**src/inc/ieb_consts.vh**
```
/*
 Constants for the interrupt enable bank: register offsets, implemented-bit
 masks, reset values and the status bit position of every bank.
 Assumes a 32-bit Avalon-MM slave port with byte addresses.
*/
`ifndef IEB_CONSTS_VH
`define IEB_CONSTS_VH

`define IEB_AW        8
`define IEB_OFS_EN0   8'h00
`define IEB_OFS_EN1   8'h04
`define IEB_OFS_EN2   8'h08
`define IEB_OFS_EN3   8'h0C
`define IEB_OFS_FLG0  8'h10
`define IEB_OFS_FLG1  8'h14
`define IEB_OFS_FLG2  8'h18
`define IEB_OFS_FLG3  8'h1C
`define IEB_OFS_STAT  8'h30
`define IEB_OFS_CLR   8'h34
`define IEB_OFS_IEN   8'h38

`define IEB_MASK_EN0  16'h000F
`define IEB_MASK_EN1  16'hFEDF
`define IEB_MASK_EN2  16'h3FE3
`define IEB_MASK_EN3  16'h4066

`define IEB_RST16     16'h0000
`define IEB_RST4      4'h0
`define IEB_PAD16     16'h0000
`define IEB_PAD12     12'h000
`define IEB_PAD7      7'h00
`define IEB_PAD3      3'h0
`define IEB_PAD2      2'h0
`define IEB_PAD1      1'b0

`define IEB_ST_BANK0  0
`define IEB_ST_BANK1  1
`define IEB_ST_BANK2  2
`define IEB_ST_BANK3  3

`endif

```
**src/core/ieb_top.v**
```verilog
/*
 Interrupt enable bank: four enable registers, matching flag registers,
 gated request outputs per source, pending vectors for the core and a
 summary interrupt with sticky status, clear and enable registers.
 Writes land at the edge that ends the single bus wait state.
 Assumes all sources and the bus master run on clk.
*/
// The Avalon-MM slave port and the register addresses were chosen for this implementation.
`include "ieb_consts.vh"
module ieb_top (
  input  wire                clk,
  input  wire                resetn,
  input  wire [`IEB_AW-1:0]  address,
  input  wire                read,
  input  wire                write,
  input  wire [31:0]         writedata,
  input  wire [3:0]          byteenable,
  output wire                waitrequest,
  output wire [31:0]         readdata,
  output wire                irq,
  input  wire                req_timer_one,
  input  wire                req_compare_one,
  input  wire                req_capture_one,
  input  wire                req_ext_input_zero,
  input  wire                req_serial_two_tx,
  input  wire                req_serial_two_rx,
  input  wire                req_ext_input_two,
  input  wire                req_timer_five,
  input  wire                req_timer_four,
  input  wire                req_compare_four,
  input  wire                req_compare_three,
  input  wire                req_capture_eight,
  input  wire                req_capture_seven,
  input  wire                req_ext_input_one,
  input  wire                req_change_notify,
  input  wire                req_comparator,
  input  wire                req_i2c_one_master,
  input  wire                req_i2c_one_slave,
  input  wire                req_parallel_port,
  input  wire                req_compare_eight,
  input  wire                req_compare_seven,
  input  wire                req_compare_six,
  input  wire                req_compare_five,
  input  wire                req_capture_six,
  input  wire                req_capture_five,
  input  wire                req_capture_four,
  input  wire                req_capture_three,
  input  wire                req_spi_two_event,
  input  wire                req_spi_two_fault,
  input  wire                req_calendar,
  input  wire                req_ext_input_four,
  input  wire                req_ext_input_three,
  input  wire                req_i2c_two_master,
  input  wire                req_i2c_two_slave,
  output wire [15:0]         gated_0,
  output wire [15:0]         gated_1,
  output wire [15:0]         gated_2,
  output wire [15:0]         gated_3,
  output wire [15:0]         pend_0,
  output wire [15:0]         pend_1,
  output wire [15:0]         pend_2,
  output wire [15:0]         pend_3
);
  wire [15:0] src_0;
  wire [15:0] src_1;
  wire [15:0] src_2;
  wire [15:0] src_3;
  wire [15:0] en_0;
  wire [15:0] en_1;
  wire [15:0] en_2;
  wire [15:0] en_3;
  wire [15:0] fl_0;
  wire [15:0] fl_1;
  wire [15:0] fl_2;
  wire [15:0] fl_3;
  wire        wr_fire;
  wire [15:0] lane_mask;
  wire [15:0] wdata;
  reg  [15:0] reg_rdata;
  reg  [15:0] pend_d_0;
  reg  [15:0] pend_d_1;
  reg  [15:0] pend_d_2;
  reg  [15:0] pend_d_3;
  reg  [3:0]  stat;
  reg  [3:0]  ien;
  wire [3:0]  new_pend;
  wire [3:0]  clr_bits;
  wire [3:0]  next_stat;
  wire        sel_en_0;
  wire        sel_en_1;
  wire        sel_en_2;
  wire        sel_en_3;
  wire        sel_fl_0;
  wire        sel_fl_1;
  wire        sel_fl_2;
  wire        sel_fl_3;
  wire        sel_clr;
  wire        sel_ien;
  wire        en_we_0;
  wire        en_we_1;
  wire        en_we_2;
  wire        en_we_3;
  wire        fl_we_0;
  wire        fl_we_1;
  wire        fl_we_2;
  wire        fl_we_3;
  wire        clr_we;
  wire        ien_we;

  assign wdata = writedata[15:0];

  // Exact offsets only, so misaligned accesses hit nothing
  assign sel_en_0 = (address == `IEB_OFS_EN0);
  assign sel_en_1 = (address == `IEB_OFS_EN1);
  assign sel_en_2 = (address == `IEB_OFS_EN2);
  assign sel_en_3 = (address == `IEB_OFS_EN3);
  assign sel_fl_0 = (address == `IEB_OFS_FLG0);
  assign sel_fl_1 = (address == `IEB_OFS_FLG1);
  assign sel_fl_2 = (address == `IEB_OFS_FLG2);
  assign sel_fl_3 = (address == `IEB_OFS_FLG3);
  assign sel_clr  = (address == `IEB_OFS_CLR);
  assign sel_ien  = (address == `IEB_OFS_IEN);

  // Strobes fire once, at the edge that ends the wait state
  assign en_we_0 = wr_fire & sel_en_0;
  assign en_we_1 = wr_fire & sel_en_1;
  assign en_we_2 = wr_fire & sel_en_2;
  assign en_we_3 = wr_fire & sel_en_3;
  assign fl_we_0 = wr_fire & sel_fl_0;
  assign fl_we_1 = wr_fire & sel_fl_1;
  assign fl_we_2 = wr_fire & sel_fl_2;
  assign fl_we_3 = wr_fire & sel_fl_3;
  assign clr_we  = wr_fire & byteenable[0] & sel_clr;
  assign ien_we  = wr_fire & byteenable[0] & sel_ien;

  // Source layout per register, unimplemented slots tied low
  assign src_0 = {`IEB_PAD12,
                  req_timer_one,
                  req_compare_one,
                  req_capture_one,
                  req_ext_input_zero};
  assign src_1 = {req_serial_two_tx,
                  req_serial_two_rx,
                  req_ext_input_two,
                  req_timer_five,
                  req_timer_four,
                  req_compare_four,
                  req_compare_three,
                  `IEB_PAD1,
                  req_capture_eight,
                  req_capture_seven,
                  `IEB_PAD1,
                  req_ext_input_one,
                  req_change_notify,
                  req_comparator,
                  req_i2c_one_master,
                  req_i2c_one_slave};
  assign src_2 = {`IEB_PAD2,
                  req_parallel_port,
                  req_compare_eight,
                  req_compare_seven,
                  req_compare_six,
                  req_compare_five,
                  req_capture_six,
                  req_capture_five,
                  req_capture_four,
                  req_capture_three,
                  `IEB_PAD3,
                  req_spi_two_event,
                  req_spi_two_fault};
  assign src_3 = {`IEB_PAD1,
                  req_calendar,
                  `IEB_PAD7,
                  req_ext_input_four,
                  req_ext_input_three,
                  `IEB_PAD2,
                  req_i2c_two_master,
                  req_i2c_two_slave,
                  `IEB_PAD1};

  ieb_avalon_slave u_bus (
    .clk         (clk),
    .resetn      (resetn),
    .read        (read),
    .write       (write),
    .byteenable  (byteenable),
    .reg_rdata   (reg_rdata),
    .waitrequest (waitrequest),
    .readdata    (readdata),
    .wr_fire     (wr_fire),
    .lane_mask   (lane_mask)
  );

  // Unimplemented positions get no flops at all
  ieb_gate_bank #(.IMPL(`IEB_MASK_EN0)) u_bank0 (
    .clk     (clk),
    .resetn  (resetn),
    .en_we   (en_we_0),
    .flag_we (fl_we_0),
    .wdata   (wdata),
    .wmask   (lane_mask),
    .src     (src_0),
    .enable  (en_0),
    .flag    (fl_0),
    .gated   (gated_0),
    .pend    (pend_0)
  );

  ieb_gate_bank #(.IMPL(`IEB_MASK_EN1)) u_bank1 (
    .clk     (clk),
    .resetn  (resetn),
    .en_we   (en_we_1),
    .flag_we (fl_we_1),
    .wdata   (wdata),
    .wmask   (lane_mask),
    .src     (src_1),
    .enable  (en_1),
    .flag    (fl_1),
    .gated   (gated_1),
    .pend    (pend_1)
  );

  ieb_gate_bank #(.IMPL(`IEB_MASK_EN2)) u_bank2 (
    .clk     (clk),
    .resetn  (resetn),
    .en_we   (en_we_2),
    .flag_we (fl_we_2),
    .wdata   (wdata),
    .wmask   (lane_mask),
    .src     (src_2),
    .enable  (en_2),
    .flag    (fl_2),
    .gated   (gated_2),
    .pend    (pend_2)
  );

  ieb_gate_bank #(.IMPL(`IEB_MASK_EN3)) u_bank3 (
    .clk     (clk),
    .resetn  (resetn),
    .en_we   (en_we_3),
    .flag_we (fl_we_3),
    .wdata   (wdata),
    .wmask   (lane_mask),
    .src     (src_3),
    .enable  (en_3),
    .flag    (fl_3),
    .gated   (gated_3),
    .pend    (pend_3)
  );

  // Register read mux; unmapped and write-only offsets read zero
  always @* begin
    case (address)
      `IEB_OFS_EN0:  reg_rdata = en_0;
      `IEB_OFS_EN1:  reg_rdata = en_1;
      `IEB_OFS_EN2:  reg_rdata = en_2;
      `IEB_OFS_EN3:  reg_rdata = en_3;
      `IEB_OFS_FLG0: reg_rdata = fl_0;
      `IEB_OFS_FLG1: reg_rdata = fl_1;
      `IEB_OFS_FLG2: reg_rdata = fl_2;
      `IEB_OFS_FLG3: reg_rdata = fl_3;
      `IEB_OFS_STAT: reg_rdata = {`IEB_PAD12, stat};
      `IEB_OFS_IEN:  reg_rdata = {`IEB_PAD12, ien};
      default:       reg_rdata = `IEB_RST16;
    endcase
  end

  // A bank raises its event when any source newly becomes pending
  assign new_pend[`IEB_ST_BANK0] = |(pend_0 & ~pend_d_0);
  assign new_pend[`IEB_ST_BANK1] = |(pend_1 & ~pend_d_1);
  assign new_pend[`IEB_ST_BANK2] = |(pend_2 & ~pend_d_2);
  assign new_pend[`IEB_ST_BANK3] = |(pend_3 & ~pend_d_3);

  assign clr_bits  = clr_we ? writedata[3:0] : `IEB_RST4;
  // New events win over a clear landing in the same cycle
  assign next_stat = (stat & ~clr_bits) | new_pend;

  // Previous pending vectors, for the rising-edge event
  always @(posedge clk or negedge resetn) begin
    if (!resetn) begin
      pend_d_0 <= `IEB_RST16;
      pend_d_1 <= `IEB_RST16;
      pend_d_2 <= `IEB_RST16;
      pend_d_3 <= `IEB_RST16;
    end else begin
      pend_d_0 <= pend_0;
      pend_d_1 <= pend_1;
      pend_d_2 <= pend_2;
      pend_d_3 <= pend_3;
    end
  end

  // Sticky status and its interrupt enable
  always @(posedge clk or negedge resetn) begin
    if (!resetn) begin
      stat <= `IEB_RST4;
      ien  <= `IEB_RST4;
    end else begin
      stat <= next_stat;
      if (ien_we) begin
        ien <= writedata[3:0];
      end
    end
  end

  // Level output: stays high until status is cleared or masked
  assign irq = |(stat & ien);
endmodule

```
**src/core/ieb_avalon_slave.v**
```verilog
/*
 Avalon-MM slave front end: one wait state on every access, registered
 read data, write strobe at the edge that ends the wait.
 Assumes the master holds its request until waitrequest is seen low.
*/
`include "ieb_consts.vh"
module ieb_avalon_slave (
  input  wire        clk,
  input  wire        resetn,
  input  wire        read,
  input  wire        write,
  input  wire [3:0]  byteenable,
  input  wire [15:0] reg_rdata,
  output wire        waitrequest,
  output reg  [31:0] readdata,
  output wire        wr_fire,
  output wire [15:0] lane_mask
);
  reg ack;

  // One wait state gives the read mux a full cycle
  assign waitrequest = (read | write) & ~ack;
  assign wr_fire     = write & ack;
  assign lane_mask   = {{8{byteenable[1]}}, {8{byteenable[0]}}};

  always @(posedge clk or negedge resetn) begin
    if (!resetn) begin
      ack      <= 1'b0;
      readdata <= {`IEB_PAD16, `IEB_RST16};
    end else begin
      ack <= (read | write) & ~ack;
      if (read & ~ack) begin
        readdata <= {`IEB_PAD16, reg_rdata};
      end
    end
  end
endmodule

```
**src/core/ieb_gate_bank.v**
```verilog
/*
 One 16-bit bank of enable and flag bits with request gating.
 Assumes requests arrive from logic on the same clock.
*/
`include "ieb_consts.vh"
module ieb_gate_bank #(
  parameter [15:0] IMPL = 16'h0000
) (
  input  wire        clk,
  input  wire        resetn,
  input  wire        en_we,
  input  wire        flag_we,
  input  wire [15:0] wdata,
  input  wire [15:0] wmask,
  input  wire [15:0] src,
  output wire [15:0] enable,
  output wire [15:0] flag,
  output wire [15:0] gated,
  output wire [15:0] pend
);
  genvar i;
  generate
    for (i = 0; i < 16; i = i + 1) begin : g_bit
      if (IMPL[i]) begin : g_impl
        reg en_q;
        reg fl_q;
        reg pd_q;
        always @(posedge clk or negedge resetn) begin
          if (!resetn) begin
            en_q <= 1'b0;
            fl_q <= 1'b0;
            pd_q <= 1'b0;
          end else begin
            if (en_we & wmask[i]) begin
              en_q <= wdata[i];
            end
            // Hardware set beats a software clear in the same cycle
            fl_q <= ((flag_we & wmask[i]) ? wdata[i] : fl_q) | src[i];
            pd_q <= fl_q & en_q;
          end
        end
        assign enable[i] = en_q;
        assign flag[i]   = fl_q;
        assign gated[i]  = src[i] & en_q;
        assign pend[i]   = pd_q;
      end else begin : g_none
        assign enable[i] = 1'b0;
        assign flag[i]   = 1'b0;
        assign gated[i]  = 1'b0;
        assign pend[i]   = 1'b0;
      end
    end
  endgenerate
endmodule

```
**config.mk**
```make
export PLATFORM = sky130hd
export DESIGN_NAME = ieb_top
export DESIGN_NICKNAME = d
export VERILOG_FILES = /design/src/core/ieb_top.v /design/src/core/ieb_avalon_slave.v /design/src/core/ieb_gate_bank.v
export VERILOG_INCLUDE_DIRS = /design/src /design/src/inc
export SDC_FILE = /design/constraint.sdc
export NUM_CORES = 1
export LEC_CHECK = 0
export ABC_AREA = 1
export BUFFER_PORTS_ARGS = -buffer_cell sky130_fd_sc_hd__buf_2
export CORE_UTILIZATION = 50
export CTS_CLUSTER_SIZE = 10
export DETAILED_ROUTE_END_ITERATION = 10
export MAX_ROUTING_LAYER = met4
export PLACE_DENSITY = 0.79
export SYNTH_ARGS = -nofsm -noshare
export SYNTH_HDL_FRONTEND = slang
export SYNTH_SLANG_ARGS = --single-unit
```
**constraint.sdc**
```tcl
create_clock -name clk -period 3.7 [get_ports clk]
set_input_delay 0.185 -clock clk [delete_from_list [all_inputs] [get_ports clk]]
set_output_delay 0.185 -clock clk [all_outputs]
set_load 0.1 [all_outputs]
```
---- Word level (Yosys, flattened, before mapping) ----
Cells that the tools add are included.
word-level totals
  bits of input ports ..................... 82
  output and inout bits ................... 162
  flip-flop bits (word level) ............. 161
  logic and storage cells ................. 306
operators by class
  eq/ne operators ......................... 10
  reductions and logical operators ........ 6
  bitwise gates (word level) .............. 144
  muxes and demuxes ....................... 36
operators with widths
  cell                                                                    count
  16-bit one-hot mux with 10 select lines                                 1
  1-bit bitwise AND                                                       96
  16-bit OR reduction                                                     4
  1-bit bitwise OR                                                        35
  1-bit two-way mux                                                       34
  8-bit by 5-bit equality test with 1-bit output (second input constant)  4
  8-bit by 6-bit equality test with 1-bit output (second input constant)  3
  14-bit by 16-bit bitwise AND with 16-bit output                         1
  15-bit by 16-bit bitwise AND with 16-bit output                         1
  16-bit bitwise AND                                                      1
  4-bit by 16-bit bitwise AND with 16-bit output                          1
  8-bit by 4-bit equality test with 1-bit output (second input constant)  2
  14-bit NOT with 16-bit output                                           1
  15-bit NOT with 16-bit output                                           1
  16-bit NOT                                                              1
  4-bit NOT with 16-bit output                                            1
  4-bit bitwise AND                                                       2
  8-bit by 3-bit equality test with 1-bit output (second input constant)  1
  8-bit logical NOT                                                       1
  4-bit two-way mux                                                       1
  4-bit NOT                                                               1
  4-bit bitwise OR                                                        1
  4-bit OR reduction                                                      1
  1-bit NOT                                                               1

---- Longest topological paths before layout ----
Gate-level depths: netlist of the first run.
  word-level depth ........................ 7
  mapped depth ............................ 11

---- Cells and area by module ----
From an unflattened synthesis of the first run, not the netlist that was laid out.
unflattened totals
  cell total of the unflattened synthesis .. 1437
  area total of the unflattened synthesis .. 11243.3 µm²
by module, submodules not included
  module                   area an instance (µm²)  cells each  instances
  ieb_top                  4040.1                  545         1
  ieb_gate_bank (u_bank1)  2237.1                  281         1
  ieb_gate_bank (u_bank2)  1878.1                  234         1
  ieb_gate_bank (u_bank3)  1112.3                  142         1
  ieb_gate_bank (u_bank0)  1002.2                  127         1
  ieb_avalon_slave         973.4                   108         1

---- Worst setup path before layout of the first run ----
No wires, ideal clock.
  kind .................................... reg2out
  start ................................... register ien[3]
  end ..................................... output port irq
  setup slack ............................. 1.604 ns
  cell stages (with the launch flop) ...... 3
  data required time ...................... 3.515 ns
  arrival ................................. 1.911 ns
  path through ............................ dfrtp_1 -> inv_1 -> o2111ai_1
on the way
  word-level cells in the longest chain between the ends .. 2
ends and longest elaborated chain
  element                   RTL line       text
  start: declaration        ieb_top.v:85   reg [3:0] ien;
  start signal: assignment  ieb_top.v:297  ien <= `IEB_RST4;
  start signal: assignment  ieb_top.v:301  ien <= writedata[3:0];
  4-bit bitwise AND         ieb_top.v:307  assign irq = |(stat & ien);
  4-bit OR reduction        ieb_top.v:307
  end: declaration          ieb_top.v:20   output wire irq,
No other way between the ends.

---- Final worst setup path of the first run ----
  start ................................... register u_bus.ack
  end ..................................... register u_bank1.g_bit[11].g_impl.fl_q
on the way
  word-level cells in the longest chain between the ends .. 5
ends and longest elaborated chain
  element                   RTL line               text
  start: declaration        ieb_avalon_slave.v:19  reg ack;
  start signal: assignment  ieb_avalon_slave.v:31  ack <= (read | write) & ~ack;
  1-bit bitwise AND         ieb_avalon_slave.v:23  assign wr_fire = write & ack;
  1-bit bitwise AND         ieb_top.v:130          assign fl_we_1 = wr_fire & sel_fl_1;
  1-bit bitwise AND         ieb_gate_bank.v:38     fl_q <= ((flag_we & wmask[i]) ? wdata[i] : fl_q) | src[i];
  1-bit two-way mux         ieb_gate_bank.v:38
  1-bit bitwise OR          ieb_gate_bank.v:38
  end signal: assignment    ieb_gate_bank.v:38
  end: declaration          ieb_gate_bank.v:26     reg fl_q;
No other way between the ends.
A chain may end at the register's enable or synchronous reset.

==> summary.txt, run 1 <==
Status -> complete, no violations
Ant. Diodes -> 0
Terminus of the critical flop-to-flop path -> u_bank1.g_bit[11].g_impl.fl_q
First-pass GRT wire length -> 29400 µm
Die width -> 126 µm
Overall power -> 4.28 mW
Clk sinks -> 161
Critical path startpoint category -> flop
Syn. warnings -> 0
Utilization after layout -> 60.8%
Leak Pwr -> 5.29 nW
Wirelength per Cell -> 14.7 µm
Nets -> 1157
Routability cong. -> 0.923
Vias per cell -> 4.85
Kind of critical path -> flop to flop
Worst slew margin -> 40.4%
Hold Crit Depth -> 3
Layout cells sized above 1 -> 20.5%
Max cap viols -> 0
Initial antenna violation count -> 0
CP max-delay cell -> dlygate4sd3_1
Mean Syn Cell Area -> 8.55 µm²
Period minus WS final -> 1.87 ns
Depth of the CTS H-tree -> 4
Area of the die -> 15900 µm²
Crit path largest cell delay -> 0.56 ns
Area of the core -> 15100 µm²
P&R area growth vs syn -> 19.4%
Global Route Usage Sum -> 25.2%
# rows -> 45
Cells after synthesis -> 901
R2R Path Start -> u_bus.ack
Critical path data arrival time -> 2.19 ns
Drt initial violations -> 468
Tcrit/Tclk final -> 50.7%
DPL Wire Length -> 13200 µm
Hold WC Path Type -> primary input to flop
PortBufs -> 149
Fin. max-slew vios -> 0
CP cell instances -> nand2_4 > nor2_8 > nand2_1 > a21oi_1 > nand2_1 > dlygate4sd3_1
Layout Skew -> 0.00992 ns
Die H -> 126 µm
Worst hold slack -> 0.0126 ns
Crit-path most repeated cell -> nand2_1
Final hold violation count -> 0
Post-Route WL -> 18700 µm
Pre-CTS setup slack -> 1.92 ns
Root buffer cell -> clkbuf_16
Setup TNS -> 0 ns
Maximum root-to-sink buffer count -> 2
Vias -> 6180
Yosys reg bits -> 161
Seq/Total Area, Yosys -> 52.3%
Peak Freq -> 534 MHz
GRT overflow -> 0
Hold Crit Endpoint -> u_bank1.g_bit[15].g_impl.fl_q
Post_cts resized -> 0
VDD IR max -> 0.000315 V
TritonCTS buffer count -> 17
Worst-path clk slew -> 0.06 ns
Detailed Routing Iterations Pass 1 -> 5
Clock Latency Late Sink -> 0.43 ns
Post-synth cell types -> 32
# IOs -> 244
Critical path endpoint category -> flop
Worst path required time -> 4.01 ns
Initial core utilization -> 50.9%
Largest net degree at the start of global routing -> 98
Vias in the first global route -> 5819
Mapped cell area -> 7710 µm²
Drt drc -> 0
Worst slew pin tran -> 0.895 ns
Crit path max fanout -> 10
Reg2Reg Depth -> 6
Setup Viol. Count Final -> 0
Antenna-violating nets left -> 0
RSZ-0062 raised after global routing -> false
Hold Crit Start -> writedata[15]
R2R Setup Slk -> 1.83 ns
CTS tree -> done
Setup slack after layout -> 1.83 ns
P per Cell Area -> 466 nW/µm²
routing by layer:
layer	vias up	wire [µm]	global-route usage (%)
met3	27	1210	4.84
met4	0	361	9.28
met1	2945	7880	31.2
met5	-	0	-
li1	2942	-	-
met2	266	9290	41.2
per-stage QoR:
stage,instances,cell area [µm²]
finish,1275,9200
detailed placement,1199,8140
floorplan,976,7990
CTS,1275,9200
global placement,1199,8140
global route,1275,9200
cells in the final DEF, fill, tap and decap left out, types with 4 or more instances in the layout:
cell type      count
o22ai_1           17
nand2_2            4
nand4_1            7
buf_2            148
clkbuf_16         17
clkbuf_8           4
nand2_1          254
a21oi_1           34
nor2_1            30
conb_1            76
nand2_4            5
nor2_4             4
dfrtp_1          161
inv_2              5
nor2_2             6
dlygate4sd3_1     45
o21ai_1           11
nand3_1           18
o21ai_2            5
o21ai_0           57
a31oi_1            4
inv_1            144
kinds of logic after synthesis:
kind of cell,share of synthesized area [%]
AO/OA/AOI/OAI,9.24
buffers and inverters,18.8
flip-flops,52.3
multiplexers,0.130
other,0.0487
AND/OR/NAND/NOR,19.5
cell usage after synthesis, drive strengths merged:
library cell | count | area, µm²
clkinv | 1 | 5.00
a31oi | 4 | 25.0
o2111ai | 2 | 17.5
inv | 151 | 572
nand3 | 21 | 120
buf | 116 | 870
dfrtp | 161 | 4030
nor2 | 43 | 255
nand4 | 7 | 43.8
o21ai | 73 | 384
a21oi | 35 | 179
nor3 | 4 | 47.5
clkbuf | 1 | 3.75
nand2 | 263 | 1030
conb | 1 | 3.75
mux2i | 1 | 10.0
o22ai | 17 | 106
final cells by class:
type,count,area (µm²)
fill,1279,5940
sequential,161,4030
multi-input combinational,546,2510
timing repair buffer,197,1240
inverter,152,577
clock buffer,23,488
tap,188,235
clock inverter,8,126
report_power, final:
part           total, mW  switching, mW  internal (mW)
combinational      0.664          0.578         0.0858
sequential          1.80         0.0157           1.78
clock               1.82          0.692           1.13
worst max path at each step:
stage	end	cells after the start	start	slack, ns
CTS	u_bank1.g_bit[6].g_impl.fl_q	7	u_bus.ack	1.84
global placement	u_bank1.g_bit[15].g_impl.en_q	7	address[1]	1.94
global route	u_bank1.g_bit[11].g_impl.fl_q	6	u_bus.ack	1.73
detailed placement	u_bank1.g_bit[11].g_impl.en_q	7	address[1]	1.92
floorplan	irq	2	ien[3]	1.60
finish	u_bank1.g_bit[11].g_impl.fl_q	6	u_bus.ack	1.83
repair_timing:
item,4_1_cts,5_1_grt
endpoints found under the hold margin,129,0
hold buffers,45,0
buffers inserted,0,0
endpoints found under the setup margin,0,0
worst max-delay path, delay by kind of cell (launching register included):
family	cells	cell delay (ns)
AOI/OAI and AO/OA	1	0.17
buffers and inverters	1	0.56
DFF	1	0.40
and+or+nand+nor	4	0.62
sequential cells by signal, indices dropped and copies added (netlist names):
register and count:
u_bus.readdata 16, pend_d_1 14, u_bank1.g_bit.g_impl.en_q 14, u_bank1.g_bit.g_impl.fl_q 14, u_bank1.g_bit.g_impl.pd_q 14, pend_d_2 11
u_bank2.g_bit.g_impl.en_q 11, u_bank2.g_bit.g_impl.fl_q 11, u_bank2.g_bit.g_impl.pd_q 11, pend_d_3 5, u_bank3.g_bit.g_impl.en_q 5, u_bank3.g_bit.g_impl.fl_q 5
u_bank3.g_bit.g_impl.pd_q 5, ien 4, pend_d_0 4, stat 4, u_bank0.g_bit.g_impl.en_q 4, u_bank0.g_bit.g_impl.fl_q 4
u_bank0.g_bit.g_impl.pd_q 4, u_bus.ack 1
Power figures use the tool's default switching activity.
==> run 2, diff against run 1 <==
Settings changed: CORE_UTILIZATION 50 to 46, PLACE_DENSITY 0.79 to 0.76.
Clock period 3.7 ns to 1.7 ns, I/O delays scaled along.
==> run 2 against run 1 <==
Effect of this change:
- sequential power is 120% higher
- clock skew down 0.0030 ns
- combinational power increased by 130%
- critical path depth down 1
- cell count increased by 3.8%
- core utilization is 2.3 points lower
- worst setup slack lost 1.8 ns
- design area grew 2.4%
- critical path type unchanged
- largest power group is now registers
==> summary.txt, run 2 (synthesis gave the netlist of run 1 again) <==
Peak Freq -> 608 MHz
Max cap viols -> 0
Hold WC Path Type -> primary input to flop
Crit path max fanout -> 10
# rows -> 46
Critical path data arrival time -> 1.94 ns
DPL Wire Length -> 13800 µm
CTS tree -> done
VDD IR max -> 0.000655 V
Setup slack after layout -> 0.0541 ns
Final hold violation count -> 0
GRT overflow -> 0
Tcrit/Tclk final -> 96.8%
TritonCTS buffer count -> 17
Most common cell after layout, fill and taps aside -> nand2_1
Pre-CTS setup slack -> 0.141 ns
Largest net degree at the start of global routing -> 65
Most frequent cells in the layout -> nand2_1 (254), dfrtp_1 (161), buf_2 (148), inv_1 (144), conb_1 (76)
Kind of critical path -> flop to flop
Layout Skew -> 0.00696 ns
Depth of the CTS H-tree -> 4
Ant. Diodes -> 0
Antenna-violating nets left -> 0
# IOs -> 244
Detailed Routing Iterations Pass 1 -> 6
Max reg flops -> 16
Nets -> 1176
Critical path endpoint category -> flop
Layout cells sized above 1 -> 21.4%
Initial antenna violation count -> 0
First-pass GRT wire length -> 30100 µm
DP Area -> 8240 µm²
Worst-path clk slew -> 0.06 ns
Area of the core -> 16100 µm²
Vias in the first global route -> 5704
Vias per cell -> 4.70
P&R area growth vs syn -> 22.3%
Fin. max-slew vios -> 0
Status -> complete, no violations
Period minus WS final -> 1.65 ns
Top reg by flops -> u_bus.readdata
Setup TNS -> 0 ns
Final instance area -> 9420 µm²
Global Route Usage Sum -> 23.3%
PortBufs -> 149
Worst slew margin -> 64.8%
Drt initial violations -> 443
Die H -> 131 µm
Drt drc -> 0
Maximum root-to-sink buffer count -> 2
Initial core utilization -> 47.8%
Clock Latency Late Sink -> 0.43 ns
Clk sinks -> 161
Vias -> 6223
Area of the die -> 17300 µm²
Wirelength per Cell -> 14.4 µm
Placed Cells -> 1233
Root buffer cell -> clkbuf_16
Routability cong. -> 0.894
Worst slew pin tran -> 0.532 ns
Worst path required time -> 1.99 ns
Fillers -> 1436
Leak Pwr -> 5.41 nW
Final std cells w/o fill -> 1323
Die width -> 131 µm
Setup Viol. Count Final -> 0
Critical path startpoint category -> flop
Post-Route WL -> 19100 µm
P per Cell Area -> 982 nW/µm²
Worst hold slack -> 0.0901 ns
RSZ-0062 raised after global routing -> false
## run 2: final timing paths
kind,from,end,slack (ns),cells after the start
setup / recovery,u_bus.ack,u_bank1.g_bit[15].g_impl.fl_q,0.05,5
hold / removal,writedata[3],u_bank0.g_bit[3].g_impl.fl_q,0.09,3
setup reg to reg,u_bus.ack,u_bank1.g_bit[15].g_impl.fl_q,0.05,5
hold reg to reg,u_bank0.g_bit[2].g_impl.pd_q,pend_d_0[2],0.39,0
max in group asynchronous,resetn,u_bank2.g_bit[1].g_impl.pd_q,0.96,3
min in group asynchronous,resetn,u_bank1.g_bit[11].g_impl.en_q,0.12,2
## run 2: routing by layer
layer	share of wire (%)	wire (µm)	GRT usage, %	vias up
li1	-	-	-	2975
met5	0	0	-	-
met1	45	8560	32.0	2911
met2	46	8810	33.9	295
met4	2.7	518	9.95	0
met3	6.4	1220	4.28	42
## run 2: area by class of cell
class                   count  area (µm²)  area share [%]
clock inverters            10         125            1.33
inverters                 152         577            6.12
multi-input cells         546        2530            26.9
flip-flops and latches    161        4030            42.8
well taps                 216         270            2.87
repair buffers            216        1420            15.0
clock buffers              22         474            5.03
## run 2: timing repair
action                                 in CTS  in global routing
endpoints found under the hold margin     212                  0
setup endpoints to repair                   0                  4
setup buffers                               0                  4
hold buffers                               54                  0
gates resized for setup                     0                  1
## run 2: worst max-delay path: stages, from the launching register on
cell	delay (ns)
dfrtp_1	0.43
nand2_4	0.15
nor2_8	0.08
a31oi_4	0.18
dlygate4sd3_1	0.57
o21ai_0	0.09
## run 2: metrics by stage
step                power (mW)  util [%]
detailed placement        5.36      51.1
finish                    9.25      58.5
global placement          5.36      51.1
floorplan                 5.23         -
CTS                       9.26      58.2
global route              9.52      58.5
## run 2: report_power, final
part           switching, mW  internal [mW]
Combinational           1.27          0.232
Clock                   1.55           2.30
Sequential            0.0353           3.88
